<file path="config.mk">
export PLATFORM = sky130hd
export DESIGN_NAME = kass_shifter
export DESIGN_NICKNAME = d
export VERILOG_FILES = /design/src/hdl/kass_pkg.sv /design/src/hdl/kass_debounce.sv /design/src/hdl/kass_shifter.sv
export VERILOG_INCLUDE_DIRS = /design/src /design/src/hdl
export SDC_FILE = /design/constraint.sdc
export NUM_CORES = 1
export LEC_CHECK = 0
export ABC_CLOCK_PERIOD_IN_PS = 2000
export BUFFER_PORTS_ARGS = -buffer_cell sky130_fd_sc_hd__buf_2
export CAP_MARGIN = 20
export CORE_ASPECT_RATIO = 0.7
export CORE_MARGIN = 10
export CORE_UTILIZATION = 50
export DETAILED_ROUTE_END_ITERATION = 12
export GPL_TIMING_DRIVEN = 0
export PLACE_DENSITY_LB_ADDON = 0.1
export SLEW_MARGIN = 20
export SYNTH_ARGS = -nofsm -noshare
export SYNTH_HDL_FRONTEND = slang
export SYNTH_SLANG_ARGS = --single-unit
</file>
<file path="constraint.sdc">
create_clock -name CLK_SYS -period 2 [get_ports CLK_SYS]
set_input_delay 0 -clock CLK_SYS [delete_from_list [all_inputs] [get_ports CLK_SYS]]
set_output_delay 0 -clock CLK_SYS [all_outputs]
set_load 0.005 [all_outputs]
</file>
<file path="src/hdl/kass_consts.svh">
// Named offsets, field positions, reset values and counts of the serial shifter.
`ifndef KASS_CONSTS_SVH
`define KASS_CONSTS_SVH
`define KASS_IDX_DATA 6'h00
`define KASS_IDX_STATUS 6'h01
`define KASS_IDX_CONTROL 6'h02
`define KASS_IDX_LINE_OUT 6'h03
`define KASS_IDX_LINE_IN 6'h04
`define KASS_IDX_IRQ_EN 6'h05
`define KASS_CON_EN 0
`define KASS_CON_XMT 1
`define KASS_CON_IDB 6:4
`define KASS_IEN_START 0
`define KASS_IEN_DONE 1
`define KASS_CON_RST 8'h00
`define KASS_OSIG_RST 8'h47
`define KASS_OSIG_CLK_RST 3'h0
`define KASS_OSIG_DAT_RST 3'h7
`define KASS_OSIG_FIXED 2'h1
`define KASS_EDGE_FIRST 4'h1
`define KASS_EDGE_LAST_DATA_RX 4'h9
`define KASS_EDGE_PARITY_RX 4'hA
`define KASS_EDGE_STOP_RX 4'hB
`define KASS_EDGE_LAST_DATA_TX 4'h8
`define KASS_EDGE_PARITY_TX 4'h9
`define KASS_EDGE_STOP_TX 4'hA
`define KASS_EDGE_LINE_CTRL 4'hB
`define KASS_DB_MAX_SEL 3'h5
`define KASS_RESP_OKAY 2'h0
`define KASS_RESP_SLVERR 2'h2
`endif

</file>
<file path="src/hdl/kass_pkg.sv">
// Types shared by the serial shifter modules.
package kass_pkg;
  typedef enum logic [3:0] {
    ST_DISABLED, ST_RX_INACTIVE, ST_RX_IDLE, ST_RX_ACTIVE, ST_RX_END,
    ST_TX_INACTIVE, ST_TX_IDLE, ST_TX_ACTIVE, ST_TX_END
  } kass_state_e;
  typedef logic [2:0] kass_chan_t;
endpackage

</file>
<file path="src/hdl/kass_debounce.sv">
// Debounce filter for one synchronised clock line.
`timescale 1ns/1ns
`include "kass_consts.svh"
module kass_debounce import kass_pkg::*; (
  input wire logic clk,
  input wire logic rst_n,
  input wire logic line_in,
  input wire logic [2:0] sel,
  output logic line_out
);
  logic [5:0] cnt;
  logic [5:0] thr;
  logic [5:0] next_cnt;

  assign thr = (sel > `KASS_DB_MAX_SEL) ? (6'h01 << `KASS_DB_MAX_SEL) : (6'h01 << sel);
  assign next_cnt = cnt + 6'h01;

  // A new level is taken only after it has stood for the selected number of cycles.
  always_ff @(posedge clk or negedge rst_n) begin
    if (!rst_n) begin
      cnt <= 6'h00;
      line_out <= 1'b1;
    end else if (line_in == line_out) begin
      cnt <= 6'h00;
    end else if (next_cnt >= thr) begin
      cnt <= 6'h00;
      line_out <= line_in;
    end else begin
      cnt <= next_cnt;
    end
  end
endmodule

</file>
<file path="src/hdl/kass_shifter.sv">
// Three-channel device-clocked serial shift engine with an AXI4-Lite register slave.
`timescale 1ns/1ns
`include "kass_consts.svh"
module kass_shifter import kass_pkg::*; (
  input wire logic CLK_SYS,
  input wire logic RST_N,
  input wire logic [7:0] S_AXI_AWADDR,
  input wire logic S_AXI_AWVALID,
  output logic S_AXI_AWREADY,
  input wire logic [31:0] S_AXI_WDATA,
  input wire logic [3:0] S_AXI_WSTRB,
  input wire logic S_AXI_WVALID,
  output logic S_AXI_WREADY,
  output logic [1:0] S_AXI_BRESP,
  output logic S_AXI_BVALID,
  input wire logic S_AXI_BREADY,
  input wire logic [7:0] S_AXI_ARADDR,
  input wire logic S_AXI_ARVALID,
  output logic S_AXI_ARREADY,
  output logic [31:0] S_AXI_RDATA,
  output logic [1:0] S_AXI_RRESP,
  output logic S_AXI_RVALID,
  input wire logic S_AXI_RREADY,
  input wire logic [2:0] CHAN_CLK_I,
  output logic [2:0] CHAN_CLK_O,
  output logic [2:0] CHAN_CLK_OE,
  input wire logic [2:0] CHAN_DAT_I,
  output logic [2:0] CHAN_DAT_O,
  output logic [2:0] CHAN_DAT_OE,
  output logic SHIFTER_IRQ
);
  kass_state_e state;
  logic [7:0] shift_data_reg;
  logic [7:0] shifter_control_reg;
  logic [1:0] irq_enable_reg;
  kass_chan_t channel_clock_enables;
  kass_chan_t channel_data_out_bits;
  kass_chan_t active_channel_field;
  logic start_seen_flag;
  logic transfer_done_flag;
  logic parity_error_flag;
  logic frame_error_flag;
  logic [3:0] edge_cnt;
  logic [3:0] next_edge;
  logic tx_bit;
  logic [2:0] clk_meta, clk_sync, dat_meta, dat_sync;
  logic [2:0] clk_db, clk_db_q;
  logic [2:0] fall, start_vec, start_pick;
  logic act_fall, act_dat, eng_rst, any_start;
  logic [2:0] next_clk_low, next_dat_low;
  logic [7:0] status_byte;
  logic aw_full, w_full;
  logic [5:0] aw_idx;
  logic [7:0] w_byte;
  logic w_lane0;
  logic wr_fire;
  logic [5:0] ar_idx;
  logic [7:0] rd_byte;

  // Two flip-flops on every line before anything looks at it.
  always_ff @(posedge CLK_SYS or negedge RST_N) begin
    if (!RST_N) begin
      clk_meta <= 3'h7;
      clk_sync <= 3'h7;
      dat_meta <= 3'h7;
      dat_sync <= 3'h7;
    end else begin
      clk_meta <= CHAN_CLK_I;
      clk_sync <= clk_meta;
      dat_meta <= CHAN_DAT_I;
      dat_sync <= dat_meta;
    end
  end

  // Only the clock lines are filtered; data is sampled at the filtered clock edge.
  genvar g;
  generate
    for (g = 0; g < 3; g++) begin : g_db
      kass_debounce u_db (
        .clk(CLK_SYS),
        .rst_n(RST_N),
        .line_in(clk_sync[g]),
        .sel(shifter_control_reg[`KASS_CON_IDB]),
        .line_out(clk_db[g])
      );
    end
  endgenerate

  always_ff @(posedge CLK_SYS or negedge RST_N) begin
    if (!RST_N) begin
      clk_db_q <= 3'h7;
    end else begin
      clk_db_q <= clk_db;
    end
  end

  assign fall = clk_db_q & ~clk_db;
  assign start_vec = fall & ~dat_sync & channel_clock_enables;
  assign start_pick = start_vec & (~start_vec + 3'h1);
  assign any_start = |start_vec;
  assign act_fall = |(fall & active_channel_field);
  assign act_dat = |(dat_sync & active_channel_field);
  assign next_edge = edge_cnt + 4'h1;
  assign eng_rst = !shifter_control_reg[`KASS_CON_EN] || (channel_clock_enables == 3'h0);

  // Shift engine state, flags and bit counter.
  always_ff @(posedge CLK_SYS or negedge RST_N) begin
    if (!RST_N) begin
      state <= ST_DISABLED;
      active_channel_field <= 3'h0;
      start_seen_flag <= 1'b0;
      transfer_done_flag <= 1'b0;
      parity_error_flag <= 1'b0;
      frame_error_flag <= 1'b0;
      edge_cnt <= 4'h0;
      tx_bit <= 1'b1;
    end else if (eng_rst) begin
      active_channel_field <= 3'h0;
      start_seen_flag <= 1'b0;
      transfer_done_flag <= 1'b0;
      parity_error_flag <= 1'b0;
      frame_error_flag <= 1'b0;
      edge_cnt <= 4'h0;
      tx_bit <= 1'b1;
      if (!shifter_control_reg[`KASS_CON_EN]) begin
        state <= ST_DISABLED;
      end else if (shifter_control_reg[`KASS_CON_XMT]) begin
        state <= ST_TX_INACTIVE;
      end else begin
        state <= ST_RX_INACTIVE;
      end
    end else begin
      unique case (state)
        ST_DISABLED: begin
          state <= ST_DISABLED;
        end
        ST_RX_INACTIVE: begin
          state <= ST_RX_IDLE;
        end
        ST_TX_INACTIVE: begin
          state <= ST_TX_IDLE;
        end
        ST_RX_IDLE: begin
          if (any_start) begin
            state <= ST_RX_ACTIVE;
            active_channel_field <= start_pick;
            start_seen_flag <= 1'b1;
            edge_cnt <= `KASS_EDGE_FIRST;
          end
        end
        ST_RX_ACTIVE: begin
          if (act_fall) begin
            edge_cnt <= next_edge;
            if (next_edge == `KASS_EDGE_PARITY_RX) begin
              parity_error_flag <= ~(^shift_data_reg ^ act_dat);
            end
            if (next_edge == `KASS_EDGE_STOP_RX) begin
              frame_error_flag <= ~act_dat;
              transfer_done_flag <= 1'b1;
              state <= ST_RX_END;
            end
          end
        end
        ST_TX_IDLE: begin
          if (any_start) begin
            state <= ST_TX_ACTIVE;
            active_channel_field <= start_pick;
            start_seen_flag <= 1'b1;
            edge_cnt <= `KASS_EDGE_FIRST;
            tx_bit <= shift_data_reg[0];
          end
        end
        ST_TX_ACTIVE: begin
          if (act_fall && edge_cnt != `KASS_EDGE_LINE_CTRL) begin
            edge_cnt <= next_edge;
            if (next_edge <= `KASS_EDGE_LAST_DATA_TX) begin
              tx_bit <= shift_data_reg[edge_cnt[2:0]];
            end else if (next_edge == `KASS_EDGE_PARITY_TX) begin
              tx_bit <= ~^shift_data_reg;
            end else begin
              tx_bit <= 1'b1;
            end
          end
          // The device answers with data low once the eleventh edge has passed.
          if (edge_cnt == `KASS_EDGE_LINE_CTRL && !act_dat) begin
            transfer_done_flag <= 1'b1;
            state <= ST_TX_END;
          end
        end
        ST_RX_END, ST_TX_END: begin
          state <= state;
        end
      endcase
    end
  end

  // Received bits enter at the top and move down, so the first one ends in bit 0.
  always_ff @(posedge CLK_SYS or negedge RST_N) begin
    if (!RST_N) begin
      shift_data_reg <= 8'h00;
    end else if (!eng_rst && state == ST_RX_ACTIVE && act_fall &&
                 next_edge <= `KASS_EDGE_LAST_DATA_RX) begin
      shift_data_reg <= {act_dat, shift_data_reg[7:1]};
    end else if (wr_fire && w_lane0 && aw_idx == `KASS_IDX_DATA) begin
      shift_data_reg <= w_byte;
    end
  end

  // Software control registers; the hardware set of the data bits wins over a write.
  always_ff @(posedge CLK_SYS or negedge RST_N) begin
    if (!RST_N) begin
      shifter_control_reg <= `KASS_CON_RST;
      channel_clock_enables <= `KASS_OSIG_CLK_RST;
      channel_data_out_bits <= `KASS_OSIG_DAT_RST;
      irq_enable_reg <= 2'h0;
    end else begin
      if (wr_fire && w_lane0 && aw_idx == `KASS_IDX_CONTROL) begin
        shifter_control_reg <= w_byte;
      end
      if (wr_fire && w_lane0 && aw_idx == `KASS_IDX_IRQ_EN) begin
        irq_enable_reg <= w_byte[1:0];
      end
      if (wr_fire && w_lane0 && aw_idx == `KASS_IDX_LINE_OUT) begin
        channel_clock_enables <= w_byte[5:3];
        channel_data_out_bits <= w_byte[2:0];
      end
      if (!eng_rst && state == ST_TX_IDLE && any_start) begin
        channel_data_out_bits <= 3'h7;
      end
    end
  end

  // Line drive: outside the active and end states the lines follow the control bits; the end states pull every clock low.
  always_comb begin
    next_clk_low = ~channel_clock_enables;
    next_dat_low = ~channel_data_out_bits;
    if (!eng_rst) begin
      unique case (state)
        ST_RX_ACTIVE: begin
          next_clk_low = ~active_channel_field;
        end
        ST_TX_ACTIVE: begin
          next_clk_low = ~active_channel_field;
          next_dat_low = ~channel_data_out_bits | (active_channel_field & {3{~tx_bit}});
        end
        ST_RX_END, ST_TX_END: begin
          next_clk_low = 3'h7;
        end
        ST_RX_IDLE, ST_TX_IDLE: begin
          next_clk_low = ~channel_clock_enables;
        end
        ST_DISABLED, ST_RX_INACTIVE, ST_TX_INACTIVE: begin
          next_clk_low = ~channel_clock_enables;
        end
      endcase
    end
  end

  assign CHAN_CLK_O = 3'h0;
  assign CHAN_DAT_O = 3'h0;
  assign status_byte = {1'b0, frame_error_flag, active_channel_field, parity_error_flag,
                        transfer_done_flag, start_seen_flag};

  always_ff @(posedge CLK_SYS or negedge RST_N) begin
    if (!RST_N) begin
      CHAN_CLK_OE <= 3'h0;
      CHAN_DAT_OE <= 3'h0;
      SHIFTER_IRQ <= 1'b0;
    end else begin
      CHAN_CLK_OE <= next_clk_low;
      CHAN_DAT_OE <= next_dat_low;
      SHIFTER_IRQ <= (start_seen_flag && irq_enable_reg[`KASS_IEN_START]) ||
                     (transfer_done_flag && irq_enable_reg[`KASS_IEN_DONE]);
    end
  end

  // Write channel: address and data are held until both are present.
  assign S_AXI_AWREADY = !aw_full;
  assign S_AXI_WREADY = !w_full;
  assign wr_fire = aw_full && w_full && !S_AXI_BVALID;

  always_ff @(posedge CLK_SYS or negedge RST_N) begin
    if (!RST_N) begin
      aw_full <= 1'b0;
      w_full <= 1'b0;
      aw_idx <= 6'h00;
      w_byte <= 8'h00;
      w_lane0 <= 1'b0;
      S_AXI_BVALID <= 1'b0;
      S_AXI_BRESP <= `KASS_RESP_OKAY;
    end else begin
      if (S_AXI_AWVALID && !aw_full) begin
        aw_full <= 1'b1;
        aw_idx <= S_AXI_AWADDR[7:2];
      end
      if (S_AXI_WVALID && !w_full) begin
        w_full <= 1'b1;
        w_byte <= S_AXI_WDATA[7:0];
        w_lane0 <= S_AXI_WSTRB[0];
      end
      if (wr_fire) begin
        aw_full <= 1'b0;
        w_full <= 1'b0;
        S_AXI_BVALID <= 1'b1;
        S_AXI_BRESP <= (aw_idx > `KASS_IDX_IRQ_EN) ? `KASS_RESP_SLVERR : `KASS_RESP_OKAY;
      end else if (S_AXI_BVALID && S_AXI_BREADY) begin
        S_AXI_BVALID <= 1'b0;
      end
    end
  end

  // Read channel: one outstanding read, answered the cycle after it is taken.
  assign S_AXI_ARREADY = !S_AXI_RVALID;
  assign ar_idx = S_AXI_ARADDR[7:2];

  always_comb begin
    rd_byte = 8'h00;
    unique case (ar_idx)
      `KASS_IDX_DATA: rd_byte = shift_data_reg;
      `KASS_IDX_STATUS: rd_byte = status_byte;
      `KASS_IDX_CONTROL: rd_byte = shifter_control_reg;
      `KASS_IDX_LINE_OUT: rd_byte = {`KASS_OSIG_FIXED, channel_clock_enables,
                                     channel_data_out_bits};
      `KASS_IDX_LINE_IN: rd_byte = {2'h0, clk_sync, dat_sync};
      `KASS_IDX_IRQ_EN: rd_byte = {6'h00, irq_enable_reg};
      default: rd_byte = 8'h00;
    endcase
  end

  always_ff @(posedge CLK_SYS or negedge RST_N) begin
    if (!RST_N) begin
      S_AXI_RVALID <= 1'b0;
      S_AXI_RDATA <= 32'h0000_0000;
      S_AXI_RRESP <= `KASS_RESP_OKAY;
    end else if (S_AXI_ARVALID && !S_AXI_RVALID) begin
      S_AXI_RVALID <= 1'b1;
      S_AXI_RDATA <= {24'h00_0000, rd_byte};
      S_AXI_RRESP <= (ar_idx > `KASS_IDX_IRQ_EN) ? `KASS_RESP_SLVERR : `KASS_RESP_OKAY;
    end else if (S_AXI_RVALID && S_AXI_RREADY) begin
      S_AXI_RVALID <= 1'b0;
    end
  end
endmodule

</file>
# Yosys cells after proc, flatten, opt, wreduce, memory -nomap -nowiden
# Index checks and enable logic that the tools add are counted.
# word_totals
register_bits	114
inputBits	65
output_inout_bits	54
# op_classes
n_addsub	5
n_lt_le_gt_ge	9
eq_ne	32
shift	1
n_mux	67
bitwise_logic	21
reduce_logical	68
# ops
operator	count
$pmux 8 s6	1
$mux 6	7
$mux 4	10
$mux 3	10
$mux 1	29
$pmux 4 s7	1
$eq 6x2->1 const B	4
$reduce_bool 2->1	12
$and 3x3->3	7
$logic_and 1x1->1	21
$eq 4x4->1 const B	5
$add 6x1->6 const B	3
$eq 6x3->1 const B	3
$ge 6x6->1	3
$ne 3x3->1 const B	6
$not 3->3	6
$eq 4x3->1 const B	4
$mux 8	2
$gt 6x3->1 const B	2
$logic_not 6->1	2
$pmux 4 s3	1
$pmux 3 s3	1
$reduce_and 3->1	3
$reduce_or 3->1	3
32 further kinds	57

# Longest topological paths before layout
# depth
ltp_word	10
mapped_depth	9
mapped_depth_nobuf	8

# Modules after synthesis
# A second synthesis with hierarchy kept.
# hier_totals
cells_unflattened	548
hier_area_um2	6139.6
# modules_own_cells
mod	instances	cells_each	area_each_um2
kass_shifter	1	407	4593.2
kass_debounce	3	47	515.5

# Worst setup path before layout
# No wires, ideal clock.
# synth_path
path_type	register to register
start	register shifter_control_reg[5]
end	register g_db[0].u_db.cnt[0]
setup_time_ns	0.094
arrival_ns	2.109
required_ns	1.906
path_slack_ns	-0.203
path_stages_with_launch	7
path_buffers	0
synth_period_minus_slack_ns	2.203
path_cell_list	dfrtp_1 > or3b_2 > ha_1 > a21o_1 > a211oi_1 > o21ai_1 > a211oi_1
# synth_via
elab_chain_cells	5
# synth_lines
element	line	rtl
start: declaration	kass_shifter.sv:34	logic [7:0] shifter_control_reg;
start signal: assignment	kass_shifter.sv:212	shifter_control_reg <= `KASS_CON_RST;
start signal: assignment	kass_shifter.sv:218	shifter_control_reg <= w_byte;
$gt 3x3->1 (no line) or $shl 1x3->6 (tied branches)	n/a	
$mux 6 (*)	kass_debounce.sv:15	assign thr = (sel > `KASS_DB_MAX_SEL) ? (6'h01 << `KASS_DB_MAX_SEL) : (6'h01 << sel);
$ge 6x6->1 (*)	kass_debounce.sv:25	end else if (next_cnt >= thr) begin
$mux 6 (*)	kass_debounce.sv:25	
$mux 6 (*)	kass_debounce.sv:23	end else if (line_in == line_out) begin
end signal: assignment	kass_debounce.sv:29	cnt <= next_cnt;
end: declaration	kass_debounce.sv:11	logic [5:0] cnt;
# Mark *: on every way between the ends. The rest lies on a longest branch, timed or not.
# A chain may end at the register's enable or synchronous reset.

# Final worst setup path
# layout_path
start	register shifter_control_reg[5]
end	register g_db[2].u_db.line_out
# layout_via
elab_chain_cells	4
# layout_lines
element	line	rtl
$gt 3x3->1 (no line) or $shl 1x3->6 (tied branches)	n/a	
$mux 6 (*)	kass_debounce.sv:15	
$ge 6x6->1 (*)	kass_debounce.sv:25	
$reduce_and 2->1 (no line) (*)	n/a	
end signal: assignment	kass_debounce.sv:27	line_out <= line_in;
end: declaration	kass_debounce.sv:9	output logic line_out
# Marked as above.

==> flow_metrics.env <==
export IMPL_outcome="complete, but fails checks"
export IMPL_violations="negative setup slack"
export IMPL_antenna_cells=0
export IMPL_grt_max_degree=69
export IMPL_start_util=0.518
export IMPL_largest_reg_flops=18
export IMPL_drt_pass1_iter_count=5
export IMPL_yosysWarnings=0
export IMPL_clk_insertion_delay_late_ns=0.35
export IMPL_regMostFlops="g_db.u_db.cnt"
export IMPL_powerDensity_nw_per_um2=1140
export IMPL_netlist_area_um2=6140
export IMPL_syn_to_final_growth_pct=25.9
export IMPL_syn_area_per_cell_um2=11.0
export IMPL_period_needed_ns=2.27
export IMPL_dpl_hpwl_um=11500
export IMPL_layout_commonest_cell="dfrtp_1"
export IMPL_antenna_found_initial=0
export IMPL_cts_clk_slew_worst_paths_ns=0.08
export IMPL_yosysSeqAreaShare=0.461
export IMPL_ys_ff_latch=112
export IMPL_setup_viol=21
export IMPL_crit_path_start_kind="register"
export IMPL_reg2reg_from="shifter_control_reg[5]$_DFFE_PN0P_"
export IMPL_dieHeight_um=113
export IMPL_grt_ovfl_total=0
export IMPL_row_count=33
export IMPL_grt_pass1_vias=4819
export IMPL_slew_limit_headroom=0.599
export IMPL_wl_per_cell_um=18.4
export IMPL_totalWireLength_um=15800
export IMPL_synthCells=559
export IMPL_worst_slack_ns=-0.268
export IMPL_max_freq_mhz=441
export IMPL_cts_buffer_depth=2
export IMPL_critPathCaptureType="register"
export IMPL_grtUsageTotal=0.180
export IMPL_layout_drive_gt1_share=0.353
export IMPL_cts_made_buffers=9
export IMPL_final_cell_mix="84 x dfrtp_1, 59 x buf_2, 45 x nand2_1, 45 x buf_4, 36 x mux2_2"
export IMPL_maxCapViolations=0
export IMPL_nFillCells=981
export IMPL_dp_slack_ns=-0.375
export IMPL_drtAntennaViolNets=0
export IMPL_slew_violations=0
export IMPL_drc=0
export IMPL_fin_crit_sh=1.13
export IMPL_nets=785
export IMPL_ys_async_sr_fraction=1.00
export IMPL_coreArea_um2=11900
export IMPL_ir_drop_mv=0.917
export IMPL_hp_start="S_AXI_ARADDR[6]"
export IMPL_crit_required_ns=2.28
export IMPL_skew_ns=0.00881
export IMPL_crit_start="shifter_control_reg[5]$_DFFE_PN0P_"
export IMPL_gp_congestion=0.942
export IMPL_leakage_nw=3.40
export IMPL_hp_class="in -> reg"
export IMPL_synth_cell_types=69
export IMPL_die_area_um2=17200
export IMPL_p_total_mw=8.78
export IMPL_drt_iter0_drc=331
export IMPL_grt_pass1_wl_um=25500
export IMPL_cts_tree="yes"
export IMPL_finalSetupTns_ns=-3.13
export IMPL_synthFlopType="dfrtp_1"
export IMPL_vias=4722
export IMPL_cp_arrival_ns=2.54
export IMPL_rsz0062_at_grt="yes"
export IMPL_io_pins=119
export IMPL_clkSinkCount=112
export IMPL_worstSetupPathType="reg -> reg"
export IMPL_synth_edf_count=0
export IMPL_cp_max_fo=7
export IMPL_holdWs_ns=0.117
export IMPL_fp_dieW_um=152
export IMPL_cts_root_buf="clkbuf_16"
export IMPL_final_hold_viol_count=0
export IMPL_io_buffer_count=55
export IMPL_htreeDepth=3
export IMPL_routed_via_density=5.50
export IMPL_worstMarginPinSlew_ns=0.599
[through the flow]
step / utilization / instances / cell area [um2]
finish: 0.653 / 859 / 7730
global route: 0.653 / 859 / 7730
CTS: 0.642 / 856 / 7600
detailed placement: 0.575 / 803 / 6810
global placement: 0.572 / 802 / 6780
floorplan: - / 590 / 6300
[layer usage]
| layer | track usage | wire length, um | share of wire |
|---|---|---|---|
| met1 | 0.247 | 7470 | 0.47 |
| met5 | 0 | 0 | 0 |
| met3 | 0.0511 | 1150 | 0.073 |
| met2 | 0.278 | 7080 | 0.45 |
| met4 | 0.0368 | 102 | 0.0065 |
[logic make-up after synthesis]
family | count (synthesis) | synth area share
buffers and inverters | 63 | 0.0603
and+or+nand+nor | 152 | 0.140
AOI/OAI and AO/OA | 115 | 0.126
other | 1 | 0.000611
DFF | 112 | 0.461
xor gates and xnor gates | 25 | 0.0357
muxes | 68 | 0.130
adders and majority gates | 23 | 0.0469
[timing repair]
item | 4_1_cts | 5_1_grt
resized for setup | 32 | 22
hold buffers | 28 | 0
endpoints found under the setup margin | 41 | 38
hold endpoints to repair | 70 | 0
pin swaps | 17 | 15
setup buffers | 9 | 4
[power by group]
part	switching [mW]	internal, mW
logic	1.38	1.67
clock network	0.849	1.15
registers	0.821	2.91
total	3.05	5.73
[path summary, 6_finish.rpt]
check / slack (ns) / endpoint / cells after the start
min reg2reg: 0.36 / clk_sync[2]$_DFF_PN1_ / 0
max reg2reg: -0.27 / g_db[2].u_db.line_out$_DFFE_PN1P_ / 6
min in group asynchronous: 0.14 / aw_full$_DFFE_PN0P_ / 2
max in group asynchronous: 1.12 / clk_sync[0]$_DFF_PN1_ / 3
min: 0.12 / S_AXI_RDATA[5]$_DFFE_PN0P_ / 4
max: -0.27 / g_db[2].u_db.line_out$_DFFE_PN1P_ / 6
[cell usage after synthesis (4+ instances only)]
| library cell | instances | area, um2 |
|---|---|---|
| mux4_2 | 4 | 90.1 |
| ha_1 | 23 | 288 |
| a21oi_1 | 26 | 130 |
| nor2b_1 | 11 | 68.8 |
| o21ai_0 | 23 | 115 |
| a221oi_1 | 4 | 35.0 |
| nand3_1 | 8 | 40.0 |
| nand2_1 | 45 | 169 |
| xnor2_1 | 16 | 140 |
| nor2_1 | 25 | 93.8 |
| a211oi_1 | 8 | 60.1 |
| mux2i_1 | 12 | 120 |
| dfstp_2 | 22 | 578 |
| nand2b_1 | 9 | 56.3 |
| nand3b_1 | 7 | 52.6 |
| inv_1 | 14 | 52.6 |
| a22oi_1 | 8 | 60.1 |
| buf_4 | 33 | 248 |
| and2_1 | 4 | 25.0 |
| clkbuf_1 | 8 | 30.0 |
| buf_2 | 8 | 40.0 |
| o21a_1 | 5 | 37.5 |
| mux2_1 | 7 | 78.8 |
| mux2_2 | 45 | 507 |
| and3_1 | 4 | 25.0 |
| xor2_1 | 9 | 78.8 |
| dfrtp_1 | 90 | 2250 |
| nor4_1 | 4 | 25.0 |
| a31oi_1 | 4 | 25.0 |
| nor3_1 | 12 | 60.1 |
[area by class of cell]
type                            count  area (um2)  share of cell area
Tap cell                          157         196              0.0254
Buffer                             48         330              0.0427
Clock inverter                      5        87.6              0.0113
Multi-Input combinational cell    415        3300               0.426
Inverter                           14        52.6             0.00680
Sequential cell                   112        2840               0.367
Clock buffer                       11         243              0.0314
Timing Repair Buffer               97         691              0.0893
[critical path: stages, from the launching register on]
cell	delay (ns)
dfrtp_2	0.46
or3b_4	0.46
ha_4	0.23
a211o_1	0.26
a221oi_2	0.31
o21bai_1	0.16
mux2_4	0.31
Power figures use the tool's default switching activity.
